## src/hw/pwm_gate_pkg.sv

```systemverilog
package pwm_gate_pkg;
    // ----------------------------------------
    // register byte offsets
    // ----------------------------------------
    localparam logic [7:0] ctrl_off      = 8'h00;
    localparam logic [7:0] gate_off      = 8'h04;
    localparam logic [7:0] polarity_off  = 8'h08;
    localparam logic [7:0] fault_cfg_off = 8'h0c;
    localparam logic [7:0] fault_sts_off = 8'h10;
    localparam logic [7:0] trig_cfg_off  = 8'h14;
    localparam logic [7:0] init_off      = 8'h18;
    localparam logic [7:0] counter_off   = 8'h1c;
    localparam logic [7:0] init_val_off  = 8'h20;
    // ----------------------------------------
    // ctrl fields
    // ----------------------------------------
    localparam int ctrl_enh_pos    = 0;
    localparam int ctrl_fmode_pos  = 1;
    localparam int ctrl_sync_pos   = 3;
    localparam int ctrl_fie_pos    = 4;
    localparam int ctrl_rte_pos    = 5;
    localparam int ctrl_counter_clock_select_pos   = 6;
    localparam int ctrl_comb_pos   = 8;
    localparam int ctrl_pfen_pos   = 12;
    // ----------------------------------------
    // fault config / status fields
    // ----------------------------------------
    localparam int fcfg_en_pos     = 0;
    localparam int fcfg_flt_pos    = 4;
    localparam int fcfg_len_pos    = 8;
    localparam int fsts_flag_pos   = 0;
    localparam int fsts_any_pos    = 4;
    localparam int fsts_lvl_pos    = 5;
    localparam int fsts_irq_pos    = 6;
    // ----------------------------------------
    // init register fields
    // ----------------------------------------
    localparam int init_cmd_pos    = 8;
    // ----------------------------------------
    // reset values and modes
    // ----------------------------------------
    localparam logic [31:0] reset_word     = 32'h0000_0000;
    localparam logic [1:0]  fmode_off      = 2'h0;
    localparam logic [1:0]  fmode_auto     = 2'h3;
    localparam logic [4:0]  bypass_stages  = 5'h2;
endpackage : pwm_gate_pkg

```

## src/hw/pwm_output_fault_control.sv

```systemverilog
// Decided for this implementation: the address map and the APB interface to the registers.
`timescale 1ns/1ns
`default_nettype none
// Summary of operation
// - mask bit one drives channel to inactive level given by its polarity
// - mask writes go to a buffer; visible mask loads per sync setting
// - masking acts before polarity inversion; inactive stays inactive
// - masking, fault forcing, polarity, init and triggers act only in combined mode
// - fault handling only with enhanced enable and nonzero fault mode
// - four fault inputs, each with input and filter enable; shared length
// - inputs synchronised then filtered; 5-bit counter restarts on change
// - reverting input restarts counter; short pulses never reach edge detector
// - bypassed path delays two edges; flag sets on third edge
// - filtered path delays three plus length; flag sets four plus length
// - rising edge on enabled input sets its flag; any flag is OR of four
// - fault edge with pair enable forces pair outputs to polarity values
// - interrupt while any flag and irq enable; cleared by read-one-write-zero
// - automatic mode re-enables outputs when level low and new cycle starts
// - manual mode re-enables outputs after flag cleared and new cycle starts
// - polarity zero active-high, one active-low
// - init command loads each output with its init value
// - enhanced mode: selected channel matches pulse shared trigger
// - reload trigger enable emits trigger when counter loads initial value
// - also trigger when counter at initial, clock stopped, nonzero clock select written
// - sync off: mask next edge; sync on: mask loads at sync trigger
module pwm_output_fault_control
#(
    parameter int channels = 6,
    parameter int faults   = 4
) (
    input  wire logic                i_core_clk,
    input  wire logic                i_reset_n,
    input  wire logic                i_psel,
    input  wire logic                i_penable,
    input  wire logic                i_pwrite,
    input  wire logic [7:0]          i_paddr,
    input  wire logic [31:0]         i_pwdata,
    output logic      [31:0]         o_prdata,
    output logic                     o_pready,
    output logic                     o_pslverr,
    input  wire logic [channels-1:0] i_pwm_raw,
    input  wire logic [channels-1:0] i_channel_match,
    input  wire logic [faults-1:0]   i_fault_pin,
    input  wire logic                i_cycle_start,
    input  wire logic                i_counter_reload,
    input  wire logic                i_counter_byte_write,
    input  wire logic                i_counter_sync,
    input  wire logic                i_gate_sync_trigger,
    input  wire logic                i_counter_at_initial,
    output logic      [channels-1:0] o_channel_out,
    output logic                     o_fault_irq,
    output logic                     o_match_trigger,
    output logic                     o_reload_trigger
);
    import pwm_gate_pkg::*;

    // ----------------------------------------
    // register state
    // ----------------------------------------
    logic [31:0]         ctrl_reg;
    logic [channels-1:0] gate_buf_reg;
    logic [channels-1:0] output_gate_register;
    logic [channels-1:0] polarity_reg;
    logic [channels-1:0] init_value_reg;
    logic [channels-1:0] trig_sel_reg;
    logic [faults-1:0]   fault_input_enable;
    logic [faults-1:0]   fault_filter_enable;
    logic [3:0]          fault_filter_length;
    logic [faults-1:0]   fault_input_flag;
    logic                any_read_one_reg;
    logic                init_cmd_reg;
    logic wr_en;
    logic rd_en;
    assign wr_en = i_psel && i_penable && i_pwrite;
    assign rd_en = i_psel && i_penable && !i_pwrite;
    logic                enhanced_features_enable;
    logic [1:0]          fault_handling_mode;
    logic                gate_sync_enable;
    logic                fault_irq_enable;
    logic                reload_trigger_enable;
    logic [1:0]          counter_clock_select;
    logic [2:0]          combine_pair;
    logic [2:0]          pair_fault_enable;
    assign enhanced_features_enable = ctrl_reg[ctrl_enh_pos];
    assign fault_handling_mode      = ctrl_reg[ctrl_fmode_pos +: 2];
    assign gate_sync_enable         = ctrl_reg[ctrl_sync_pos];
    assign fault_irq_enable         = ctrl_reg[ctrl_fie_pos];
    assign reload_trigger_enable    = ctrl_reg[ctrl_rte_pos];
    assign counter_clock_select     = ctrl_reg[ctrl_counter_clock_select_pos +: 2];
    assign combine_pair             = ctrl_reg[ctrl_comb_pos +: 3];
    assign pair_fault_enable        = ctrl_reg[ctrl_pfen_pos +: 3];
    logic fault_ctrl_on;
    assign fault_ctrl_on = enhanced_features_enable && (fault_handling_mode != fmode_off);
    logic any_combined;
    assign any_combined = |combine_pair;
    function automatic logic in_comb(input logic [2:0] comb, input int ch);
        in_comb = comb[ch/2];
    endfunction : in_comb

    // ----------------------------------------
    // control register and mask buffer
    // ----------------------------------------
    always_ff @(posedge i_core_clk or negedge i_reset_n) begin
        if (!i_reset_n) begin
            ctrl_reg       <= reset_word;
            polarity_reg   <= '0;
            init_value_reg <= '0;
            trig_sel_reg   <= '0;
            gate_buf_reg   <= '0;
        end else if (wr_en) begin
            case (i_paddr)
                ctrl_off:     ctrl_reg       <= i_pwdata;
                polarity_off: polarity_reg   <= i_pwdata[channels-1:0];
                init_off:     init_value_reg <= i_pwdata[channels-1:0];
                trig_cfg_off: trig_sel_reg   <= i_pwdata[channels-1:0];
                gate_off:     gate_buf_reg   <= i_pwdata[channels-1:0];
                default: ;
            endcase
        end
    end

    // buffered value only becomes visible per sync setting
    always_ff @(posedge i_core_clk or negedge i_reset_n) begin
        if (!i_reset_n) begin
            output_gate_register <= '0;
        end else if (!gate_sync_enable || i_gate_sync_trigger) begin
            output_gate_register <= gate_buf_reg;
        end
    end

    always_ff @(posedge i_core_clk or negedge i_reset_n) begin
        if (!i_reset_n) begin
            fault_input_enable  <= '0;
            fault_filter_enable <= '0;
            fault_filter_length <= '0;
        end else if (wr_en && i_paddr == fault_cfg_off) begin
            fault_input_enable  <= i_pwdata[fcfg_en_pos +: faults];
            fault_filter_enable <= i_pwdata[fcfg_flt_pos +: faults];
            fault_filter_length <= i_pwdata[fcfg_len_pos +: 4];
        end
    end

    // ----------------------------------------
    // fault synchroniser and filter
    // ----------------------------------------
    logic [faults-1:0] sync1_reg;
    logic [faults-1:0] sync2_reg;
    logic [faults-1:0] filt_reg;
    logic [faults-1:0] edge_src_reg;
    logic [4:0]        filt_cnt_reg [faults];

    always_ff @(posedge i_core_clk or negedge i_reset_n) begin
        if (!i_reset_n) begin
            sync1_reg <= '0;
            sync2_reg <= '0;
        end else begin
            sync1_reg <= i_fault_pin;
            sync2_reg <= sync1_reg;
        end
    end

    // counter restarts on any change, so glitches never propagate
    always_ff @(posedge i_core_clk or negedge i_reset_n) begin
        if (!i_reset_n) begin
            filt_reg <= '0;
            for (int k = 0; k < faults; k++) filt_cnt_reg[k] <= '0;
        end else begin
            for (int k = 0; k < faults; k++) begin
                if (sync2_reg[k] == filt_reg[k]) begin
                    filt_cnt_reg[k] <= '0;
                end else if (filt_cnt_reg[k] >= {1'b0, fault_filter_length}) begin
                    filt_reg[k]     <= sync2_reg[k];
                    filt_cnt_reg[k] <= '0;
                end else begin
                    filt_cnt_reg[k] <= filt_cnt_reg[k] + 5'h1;
                end
            end
        end
    end

    logic [faults-1:0] filter_on;
    logic [faults-1:0] fault_level;
    always_comb begin
        for (int k = 0; k < faults; k++) begin
            filter_on[k]   = fault_filter_enable[k] && fault_input_enable[k] &&
                             (fault_filter_length != 4'h0);
            fault_level[k] = filter_on[k] ? filt_reg[k] : sync2_reg[k];
        end
    end

    always_ff @(posedge i_core_clk or negedge i_reset_n) begin
        if (!i_reset_n) begin
            edge_src_reg <= '0;
        end else begin
            edge_src_reg <= fault_level;
        end
    end

    logic [faults-1:0] fault_rise;
    assign fault_rise = fault_level & ~edge_src_reg & fault_input_enable & {faults{fault_ctrl_on}};

    // ----------------------------------------
    // fault flags, set wins over clear
    // ----------------------------------------
    logic fault_any_flag;
    logic fault_level_status;
    assign fault_any_flag     = |fault_input_flag;
    assign fault_level_status = |(fault_level & fault_input_enable);
    logic clear_write;
    assign clear_write = wr_en && i_paddr == fault_sts_off && any_read_one_reg &&
                         !i_pwdata[fsts_any_pos];

    always_ff @(posedge i_core_clk or negedge i_reset_n) begin
        if (!i_reset_n) begin
            fault_input_flag <= '0;
        end else begin
            fault_input_flag <= (clear_write ? '0 : fault_input_flag) | fault_rise;
        end
    end

    always_ff @(posedge i_core_clk or negedge i_reset_n) begin
        if (!i_reset_n) begin
            any_read_one_reg <= 1'b0;
        end else if (rd_en && i_paddr == fault_sts_off) begin
            any_read_one_reg <= fault_any_flag;
        end else if (clear_write) begin
            any_read_one_reg <= 1'b0;
        end
    end

    always_ff @(posedge i_core_clk or negedge i_reset_n) begin
        if (!i_reset_n) begin
            o_fault_irq <= 1'b0;
        end else begin
            o_fault_irq <= fault_any_flag && fault_irq_enable;
        end
    end

    // ----------------------------------------
    // safe state per pair
    // ----------------------------------------
    logic [2:0] pair_safe_reg;
    always_ff @(posedge i_core_clk or negedge i_reset_n) begin
        if (!i_reset_n) begin
            pair_safe_reg <= '0;
        end else begin
            for (int p = 0; p < 3; p++) begin
                if (fault_ctrl_on && pair_fault_enable[p] && combine_pair[p] && |fault_rise) begin
                    pair_safe_reg[p] <= 1'b1;
                end else if (!fault_ctrl_on) begin
                    pair_safe_reg[p] <= 1'b0;
                end else if (i_cycle_start && fault_handling_mode == fmode_auto &&
                             !fault_level_status) begin
                    pair_safe_reg[p] <= 1'b0;
                end else if (i_cycle_start && fault_handling_mode != fmode_auto &&
                             !fault_any_flag) begin
                    pair_safe_reg[p] <= 1'b0;
                end
            end
        end
    end

    // ----------------------------------------
    // init command and output path
    // ----------------------------------------
    // one-shot; software should only use it with the counter stopped
    always_ff @(posedge i_core_clk or negedge i_reset_n) begin
        if (!i_reset_n) begin
            init_cmd_reg <= 1'b0;
        end else begin
            init_cmd_reg <= wr_en && i_paddr == init_off && i_pwdata[init_cmd_pos];
        end
    end

    logic [channels-1:0] init_hold_reg;
    always_ff @(posedge i_core_clk or negedge i_reset_n) begin
        if (!i_reset_n) begin
            o_channel_out <= '0;
            init_hold_reg <= '0;
        end else begin
            for (int c = 0; c < channels; c++) begin
                if (!in_comb(combine_pair, c)) begin
                    o_channel_out[c] <= i_pwm_raw[c];
                    init_hold_reg[c] <= 1'b0;
                end else if (pair_safe_reg[c/2]) begin
                    o_channel_out[c] <= polarity_reg[c];
                end else if (init_cmd_reg) begin
                    o_channel_out[c] <= init_value_reg[c];
                    init_hold_reg[c] <= 1'b1;
                end else if (init_hold_reg[c] && i_pwm_raw[c] == o_channel_out[c]) begin
                    init_hold_reg[c] <= 1'b0;
                end else if (!init_hold_reg[c]) begin
                    // mask before inversion: inactive level equals polarity bit
                    o_channel_out[c] <= (i_pwm_raw[c] & ~output_gate_register[c]) ^ polarity_reg[c];
                end
            end
        end
    end

    // ----------------------------------------
    // triggers
    // ----------------------------------------
    logic counter_clock_select_start;
    logic [channels-1:0] match_prev_reg; // match is a level; edge keeps the trigger one clock wide
    assign counter_clock_select_start = wr_en && i_paddr == ctrl_off && counter_clock_select == 2'h0 &&
                        i_pwdata[ctrl_counter_clock_select_pos +: 2] != 2'h0 && i_counter_at_initial;

    always_ff @(posedge i_core_clk or negedge i_reset_n) begin
        if (!i_reset_n) begin
            o_match_trigger  <= 1'b0;
            o_reload_trigger <= 1'b0;
            match_prev_reg   <= '0;
        end else begin
            match_prev_reg   <= i_channel_match;
            o_match_trigger  <= enhanced_features_enable && any_combined &&
                                |(trig_sel_reg & i_channel_match & ~match_prev_reg);
            o_reload_trigger <= reload_trigger_enable && any_combined &&
                                (i_counter_reload || i_counter_byte_write ||
                                 i_counter_sync || counter_clock_select_start);
        end
    end

    // ----------------------------------------
    // apb slave, zero wait states
    // ----------------------------------------
    always_ff @(posedge i_core_clk or negedge i_reset_n) begin
        if (!i_reset_n) begin
            o_prdata  <= '0;
            o_pready  <= 1'b0;
            o_pslverr <= 1'b0;
        end else begin
            o_pready  <= i_psel && !i_penable;
            o_pslverr <= 1'b0;
            o_prdata  <= '0;
            if (i_psel && !i_penable && !i_pwrite) begin
                case (i_paddr)
                    ctrl_off:      o_prdata <= ctrl_reg;
                    gate_off:      o_prdata <= 32'(output_gate_register);
                    polarity_off:  o_prdata <= 32'(polarity_reg);
                    init_off:      o_prdata <= 32'(init_value_reg);
                    trig_cfg_off:  o_prdata <= 32'(trig_sel_reg);
                    fault_cfg_off: o_prdata <= 32'(fault_input_enable) |
                                               (32'(fault_filter_enable) << fcfg_flt_pos) |
                                               (32'(fault_filter_length) << fcfg_len_pos);
                    fault_sts_off: o_prdata <= 32'(fault_input_flag) |
                                               (32'(fault_any_flag) << fsts_any_pos) |
                                               (32'(fault_level_status) << fsts_lvl_pos) |
                                               (32'(o_fault_irq) << fsts_irq_pos);
                    default:       o_pslverr <= i_psel && !i_penable;
                endcase
            end else if (i_psel && !i_penable && i_pwrite) begin
                if (!(i_paddr inside {ctrl_off, gate_off, polarity_off, init_off,
                                      trig_cfg_off, fault_cfg_off, fault_sts_off}))
                    o_pslverr <= 1'b1;
            end
        end
    end

    // ----------------------------------------
    // assertions
    // ----------------------------------------
    a_gate_forces_inactive: assert property (@(posedge i_core_clk) disable iff (!i_reset_n)
        (in_comb(combine_pair, 0) && !pair_safe_reg[0] && !init_cmd_reg && !init_hold_reg[0] &&
         output_gate_register[0]) |=> o_channel_out[0] == $past(polarity_reg[0]))
        else $error("masked channel not inactive");
    a_gate_sync_hold: assert property (@(posedge i_core_clk) disable iff (!i_reset_n)
        (gate_sync_enable && !i_gate_sync_trigger) |=> $stable(output_gate_register))
        else $error("mask changed without trigger");
    a_gate_direct: assert property (@(posedge i_core_clk) disable iff (!i_reset_n)
        !gate_sync_enable |=> output_gate_register == $past(gate_buf_reg))
        else $error("mask not loaded from buffer");
    a_any_is_or: assert property (@(posedge i_core_clk) disable iff (!i_reset_n)
        fault_rise[0] |=> fault_input_flag[0] && fault_any_flag)
        else $error("fault edge did not set flags");
    a_bypass_delay: assert property (@(posedge i_core_clk) disable iff (!i_reset_n)
        (fault_ctrl_on && fault_input_enable[0] && !filter_on[0] && !clear_write &&
         $rose(sync2_reg[0])) |=> fault_input_flag[0])
        else $error("bypass flag late");
    a_irq_follow: assert property (@(posedge i_core_clk) disable iff (!i_reset_n)
        (fault_any_flag && fault_irq_enable) |=> o_fault_irq)
        else $error("irq not raised");
    a_fault_safe: assert property (@(posedge i_core_clk) disable iff (!i_reset_n)
        (fault_ctrl_on && pair_fault_enable[0] && combine_pair[0] && |fault_rise)
        |=> pair_safe_reg[0] ##1 o_channel_out[0] == polarity_reg[0])
        else $error("pair not forced safe");
    a_no_fault_off: assert property (@(posedge i_core_clk) disable iff (!i_reset_n)
        !fault_ctrl_on |=> pair_safe_reg == '0 && (fault_input_flag & ~$past(fault_input_flag)) == '0)
        else $error("fault acted while disabled");
    a_trig_pulse: assert property (@(posedge i_core_clk) disable iff (!i_reset_n)
        o_match_trigger |-> $past(enhanced_features_enable) ##1 !o_match_trigger)
        else $error("match trigger not a single pulse");
    c_fault_seen: cover property (@(posedge i_core_clk) disable iff (!i_reset_n) |pair_safe_reg);
    c_auto_clear: cover property (@(posedge i_core_clk) disable iff (!i_reset_n)
        $fell(pair_safe_reg[0]) && fault_handling_mode == fmode_auto);
    c_reload_trig: cover property (@(posedge i_core_clk) disable iff (!i_reset_n) o_reload_trigger);
endmodule : pwm_output_fault_control
`default_nettype wire

```

## config.mk

```make
export PLATFORM = sky130hd
export DESIGN_NAME = pwm_output_fault_control
export DESIGN_NICKNAME = d
export VERILOG_FILES = /design/src/hw/pwm_gate_pkg.sv /design/src/hw/pwm_output_fault_control.sv
export SDC_FILE = /design/constraint.sdc
export NUM_CORES = 1
export LEC_CHECK = 0
export BUFFER_PORTS_ARGS = -buffer_cell sky130_fd_sc_hd__buf_2
export CAP_MARGIN = 20
export CORE_MARGIN = 2
export CORE_UTILIZATION = 61
export CTS_CLUSTER_DIAMETER = 50
export DETAILED_ROUTE_END_ITERATION = 12
export PLACE_DENSITY = 0.84
export SKIP_LAST_GASP = 1
export SLEW_MARGIN = 20
export SYNTH_ARGS = -nofsm -noshare
export SYNTH_HDL_FRONTEND = slang
export SYNTH_SLANG_ARGS = --single-unit
```

## constraint.sdc

```tcl
create_clock -name i_core_clk -period 4.6 [get_ports i_core_clk]
set_input_delay 0.23 -clock i_core_clk [delete_from_list [all_inputs] [get_ports i_core_clk]]
set_output_delay 0.23 -clock i_core_clk [all_outputs]
set_load 0.02 [all_outputs]
```

Word level (Yosys, flattened, before mapping)
Cells that the tools add are included.

word-level totals
  register bits after elaboration = 174
  input port bits = 67
  output and inout bits = 43
  word-level logic and storage cells = 306

cells by class
  $add $sub $neg = 4
  $lt $le $gt $ge = 4
  equality and inequality tests = 42
  mux-type cells = 81
  bitwise gates (word level) = 36
  reductions and logical operators = 94

operator list
  kind                                                   number
  one-hot mux 32 bit (7 select lines)                    1
  two-way mux 1 bit                                      70
  logical AND 1 bit                                      50
  inequality test 4 bit, second input constant           12
  AND reduction 2 bit                                    21
  two-way mux 5 bit                                      8
  two-way mux 32 bit                                     1
  equality test 8 x 5 -> 1 bit, second input constant    3
  adder 5 x 1 -> 5 bit, second input constant            4
  >= comparator 5 x 4 -> 1 bit                           4
  inequality test 3 x 1 -> 1 bit, second input constant  6
  bitwise AND 4 bit                                      4
  equality test 8 x 4 -> 1 bit, second input constant    2
  bitwise AND 6 bit                                      2
  inequality test 4 x 1 -> 1 bit, second input constant  3
  OR 8 x 12 -> 12 bit                                    1
  OR reduction 4 bit                                     3
  equality test 1 bit                                    10
  inverter 1 bit                                         10
  equality test 8 x 3 -> 1 bit, second input constant    1
  logical NOT 8 bit                                      1
  inequality test 2 bit, second input constant           4
  OR 4 x 8 -> 8 bit                                      1
  OR 6 x 7 -> 7 bit                                      1
  other kinds (18)                                       38

Longest topological paths before layout
  depth in word-level cells = 10
  mapped depth = 8
  mapped depth without buffers = 7

Worst setup path after synthesis
Ideal clock, no wire load.

  kind = flip-flop to flip-flop
  start point = register fault_filter_length[0]
  end point = register filt_reg[0]
  setup time = 125 ps
  arrival time = 1896 ps
  data required time = 4475 ps
  path slack = 2579 ps
  cell stages (with the launch flop) = 7
  path buffers = 0
  period minus slack after synthesis = 2021 ps
  cells stage by stage = dfrtp_1 -> ha_1 -> nand2b_1 -> a21o_1 -> a21o_1 -> a211oi_1 -> mux2_2

on the way
  longest elaborated chain between the ends = 2

ends and longest elaborated chain
  element                               line                             text
  start, declared                       pwm_output_fault_control.sv:68   logic [3:0] fault_filter_length;
  start signal, assigned                pwm_output_fault_control.sv:139  fault_filter_length <= i_pwdata[fcfg_len_pos +: 4];
  >= comparator 5 x 4 -> 1 bit          pwm_output_fault_control.sv:171  end else if (filt_cnt_reg[k] >= {1'b0, fault_filter_length}) begin
  AND reduction 2 bit (no source line)  -
  end signal, assigned by index         pwm_output_fault_control.sv:172  filt_reg[k] <= sync2_reg[k];
  end, declared                         pwm_output_fault_control.sv:148  logic [faults-1:0] filt_reg;

No other way between the ends.
A chain may end at the register's enable or synchronous reset.

Final worst setup path
  start point = register fault_filter_length[3]
  end point = register pair_safe_reg[2]

on the way
  longest elaborated chain between the ends = 10
  elaborated cells between the ends (all ways) = 22
  those cells by class = 1 x eq/ne; 7 x mux; 4 x bitwise; 10 x reduce/logical

ends and longest elaborated chain
  element                        line                             text
  nonzero test 4 bit *           pwm_output_fault_control.sv:186  (fault_filter_length != 4'h0);
  logical AND 1 bit              pwm_output_fault_control.sv:185  filter_on[k] = fault_filter_enable[k] && fault_input_enable[k] &&
  two-way mux 1 bit              pwm_output_fault_control.sv:187  fault_level[k] = filter_on[k] ? filt_reg[k] : sync2_reg[k];
  bitwise AND 4 bit              pwm_output_fault_control.sv:208  assign fault_level_status = |(fault_level & fault_input_enable);
  OR reduction 4 bit             pwm_output_fault_control.sv:208
  logical NOT 1 bit              pwm_output_fault_control.sv:253  !fault_level_status) begin
  logical AND 1 bit              pwm_output_fault_control.sv:252  end else if (i_cycle_start && fault_handling_mode == fmode_auto &&
  two-way mux 1 bit              pwm_output_fault_control.sv:252
  two-way mux 1 bit              pwm_output_fault_control.sv:250  end else if (!fault_ctrl_on) begin
  two-way mux 1 bit              pwm_output_fault_control.sv:248  if (fault_ctrl_on && pair_fault_enable[p] && combine_pair[p] && |fault_rise) begin
  end signal, assigned by index  pwm_output_fault_control.sv:249  pair_safe_reg[p] <= 1'b1;
  end signal, assigned by index  pwm_output_fault_control.sv:251  pair_safe_reg[p] <= 1'b0;
  end signal, assigned by index  pwm_output_fault_control.sv:254  pair_safe_reg[p] <= 1'b0;
  end, declared                  pwm_output_fault_control.sv:242  logic [2:0] pair_safe_reg;

Mark *: on every way between the ends. The rest lies on a longest branch, timed or not.

==> flow_metrics.py <==
metrics = {
    "worst_setup_path": {
        "criticalPathCategory": "reg2reg",
        "crit_required_ns": 4.87,
        "startpoint_type": "flip-flop",
        "endpoint_kind": "flip-flop",
        "cp_max_fo": 7,
        "critPathArrivalTime_ns": 2.67,
    },
    "global_route": {
        "grt_pass1_wl_um": 28000,
        "grt_max_degree": 68,
        "grt_pass1_vias": 5651,
        "antenna_found_initial": 0,
        "grt_remaining_overflow": 0,
        "grt_usage_pct": 27.9,
    },
    "logic_synthesis": {
        "yosys.area_share.adder_pct": 3.29,
        "synth_top_family_by_area": "multiplexers",
        "yosysWarnings": 0,
        "yosys.area.top_type_share_pct": 57.3,
        "synthTopCellsByCount": "174 x dfrtp_1, 52 x mux2_2, 38 x nor2_1",
        "synthSimpleGateAreaFrac_pct": 10.5,
        "ys_seq_area_share_pct": 57.3,
        "synth_cell_types": 57,
        "syn-instance-count": 616,
        "syn_area_sq_um": 7600,
        "ys_top_cells_by_area": "dfrtp_1 57%, mux2_2 7.7%, mux2_1 3.9%",
        "synth.area.mux_share_pct": 12.6,
        "ys_ff_latch": 174,
        "synth_compound_area_share_pct": 11.4,
        "synth_xor_area_share_pct": 2.07,
        "synth_edf_count": 0,
        "yosysMostFrequentCell": "dfrtp_1",
        "async_flop_share_pct": 100,
        "syn-num-nets": 703,
        "ys.flop_type": "dfrtp_1",
        "syn_avg_cell_area_sq_um": 12.3,
        "synth_top_area_cell": "dfrtp_1",
    },
    "final_layout": {
        "multi_input_area_sq_um": 3040,
        "syn_to_final_growth_pct": 18.5,
        "seqCellArea_sq_um": 4350,
        "nNetsFinal": 825,
        "fill_cells": 793,
        "drive_gt1_share_pct": 28.4,
        "diodes": 0,
    },
    "floorplanning": {
        "std_cell_rows": 40,
        "dieWidth_um": 116,
        "core_sq_um": 12100,
        "start_util_pct": 62.8,
        "io_pins": 110,
        "die_area_sq_um": 13400,
        "die_h_um": 116,
    },
    "route": {
        "drc_errors": 0,
        "viasPerCell": 5.95,
        "drt_wl_total_um": 17800,
        "post_drt_wl_per_cell_um": 19.4,
        "dr.pass1.iters": 6,
        "antenna_left": 0,
        "drt_iter0_markers": 622,
        "vias": 5459,
    },
    "placement": {
        "port_buffers": 109,
        "hpwl_um": 12600,
        "gp_congestion": 0.896,
    },
    "power": {
        "power.leakage_nw": 4.46,
        "p_per_area_nw_per_um2": 354,
        "ir_drop_mv": 0.236,
    },
    "cts": {
        "clock-root-buffer": "clkbuf_16",
        "insertion_delay_ns": 0.43,
        "cts_resized": 0,
        "h-tree-depth": 4,
        "clock-sinks": 174,
        "cts_tree": "built",
        "cts_inserted_buffers": 17,
        "cts_buffer_depth": 2,
        "clk_pin_slew_ns": 0.06,
    },
    "sta": {
        "tns_ns": 0,
        "worstMarginPinSlew_ns": 0.974,
        "setup_viol": 0,
        "max_slew_margin_pct": 34.8,
        "rsz0062_at_grt": "no",
        "holdWs_ns": 0.0194,
        "fin_skew_ns": 0.00775,
        "max_freq_mhz": 416,
        "final-hold-violation-count": 0,
        "min_period_ns": 2.40,
        "drv_slew": 0,
        "finalCritPeriodShare_pct": 52.3,
    },
    "min_path": {
        "min_path_type": "in2reg",
    },
    "flow_run": {
        "cap_viol_max_count": 0,
    },
    "status": {
        "status": "finished clean",
    },
}
-- path summary, 6_finish.rpt --
| check | slack [ns] | end | depth (start not counted) | from |
|---|---|---|---|---|
| max in group asynchronous | 3.08 | ctrl_reg[11] | 3 | i_reset_n |
| hold / removal | 0.02 | ctrl_reg[25] | 2 | i_pwdata[25] |
| hold reg to reg | 0.34 | sync2_reg[3] | 0 | sync1_reg[3] |
| setup / recovery | 2.20 | pair_safe_reg[2] | 5 | fault_filter_length[3] |
| setup reg to reg | 2.20 | pair_safe_reg[2] | 5 | fault_filter_length[3] |
| min in group asynchronous | 0.30 | o_prdata[28] | 2 | i_reset_n |
-- power breakdown --
group	internal, mW	leakage [nW]	switching, mW
registers	1.55	2.36	0.0215
clock network	0.876	0.288	0.586
logic	0.0620	1.81	0.0902
total	2.49	4.46	0.698
-- kinds of logic after synthesis --
family | Yosys count
adder cells (fa/ha/maj) | 20
multiplexers | 86
flip-flops | 174
XOR/XNOR | 18
buffers and inverters | 53
AO/OA/AOI/OAI | 115
AND/OR/NAND/NOR | 150
-- cell usage in the layout, fill, tap and decap left out, drive strengths merged, types with 20 or more instances in the layout --
cell type,netlist,final
inv,32,32
clkbuf,10,20
o21ai,27,27
ha,20,20
nand2,31,31
mux2,78,78
buf,11,113
and3,23,23
nor2,41,41
dfrtp,174,174
-- critical path: stages (launching register included) --
cell and delay [ns]:
dfrtp_1 0.51, o41ai_2 0.55, mux2i_1 0.16, nor2b_2 0.19, nor4_1 0.65, o22ai_1 0.18
-- routing by layer --
| metal | wire, um | GRT usage, % |
|---|---|---|
| met5 | 0 | 0 |
| met4 | 511 | 12.3 |
| met1 | 7490 | 35.8 |
| met3 | 1340 | 6.96 |
| met2 | 8510 | 45.3 |
-- what timing repair did --
action	in CTS	in global routing
setup buffers	0	0
hold buffers	11	0
endpoints found under the hold margin	58	0
-- through the flow --
stage | total power, mW | cell area (sq um) | util, % | worst slack, ns | std cells
2_1_floorplan | 1.66 | 7600 | - | 2.58 | 616
3_3_place_gp | 1.74 | 8300 | 68.6 | 2.25 | 876
3_5_place_dp | 1.75 | 8300 | 68.6 | 2.18 | 876
4_1_cts | 3.20 | 9010 | 74.4 | 2.20 | 918
5_1_grt | 3.29 | 9010 | 74.4 | 2.08 | 918
6_report | 3.19 | 9010 | 74.4 | 2.20 | 918
-- final cells by class --
| type | instances | area share (%) |
|---|---|---|
| Clock buffer | 20 | 5.07 |
| Clock inverter | 11 | 1.57 |
| Multi-Input combinational cell | 389 | 33.7 |
| Timing Repair Buffer | 124 | 7.68 |
| Tap cell | 168 | 2.33 |
| Sequential cell | 174 | 48.3 |
| Inverter | 32 | 1.33 |
No activity file was read; power rests on OpenSTA's default activity.
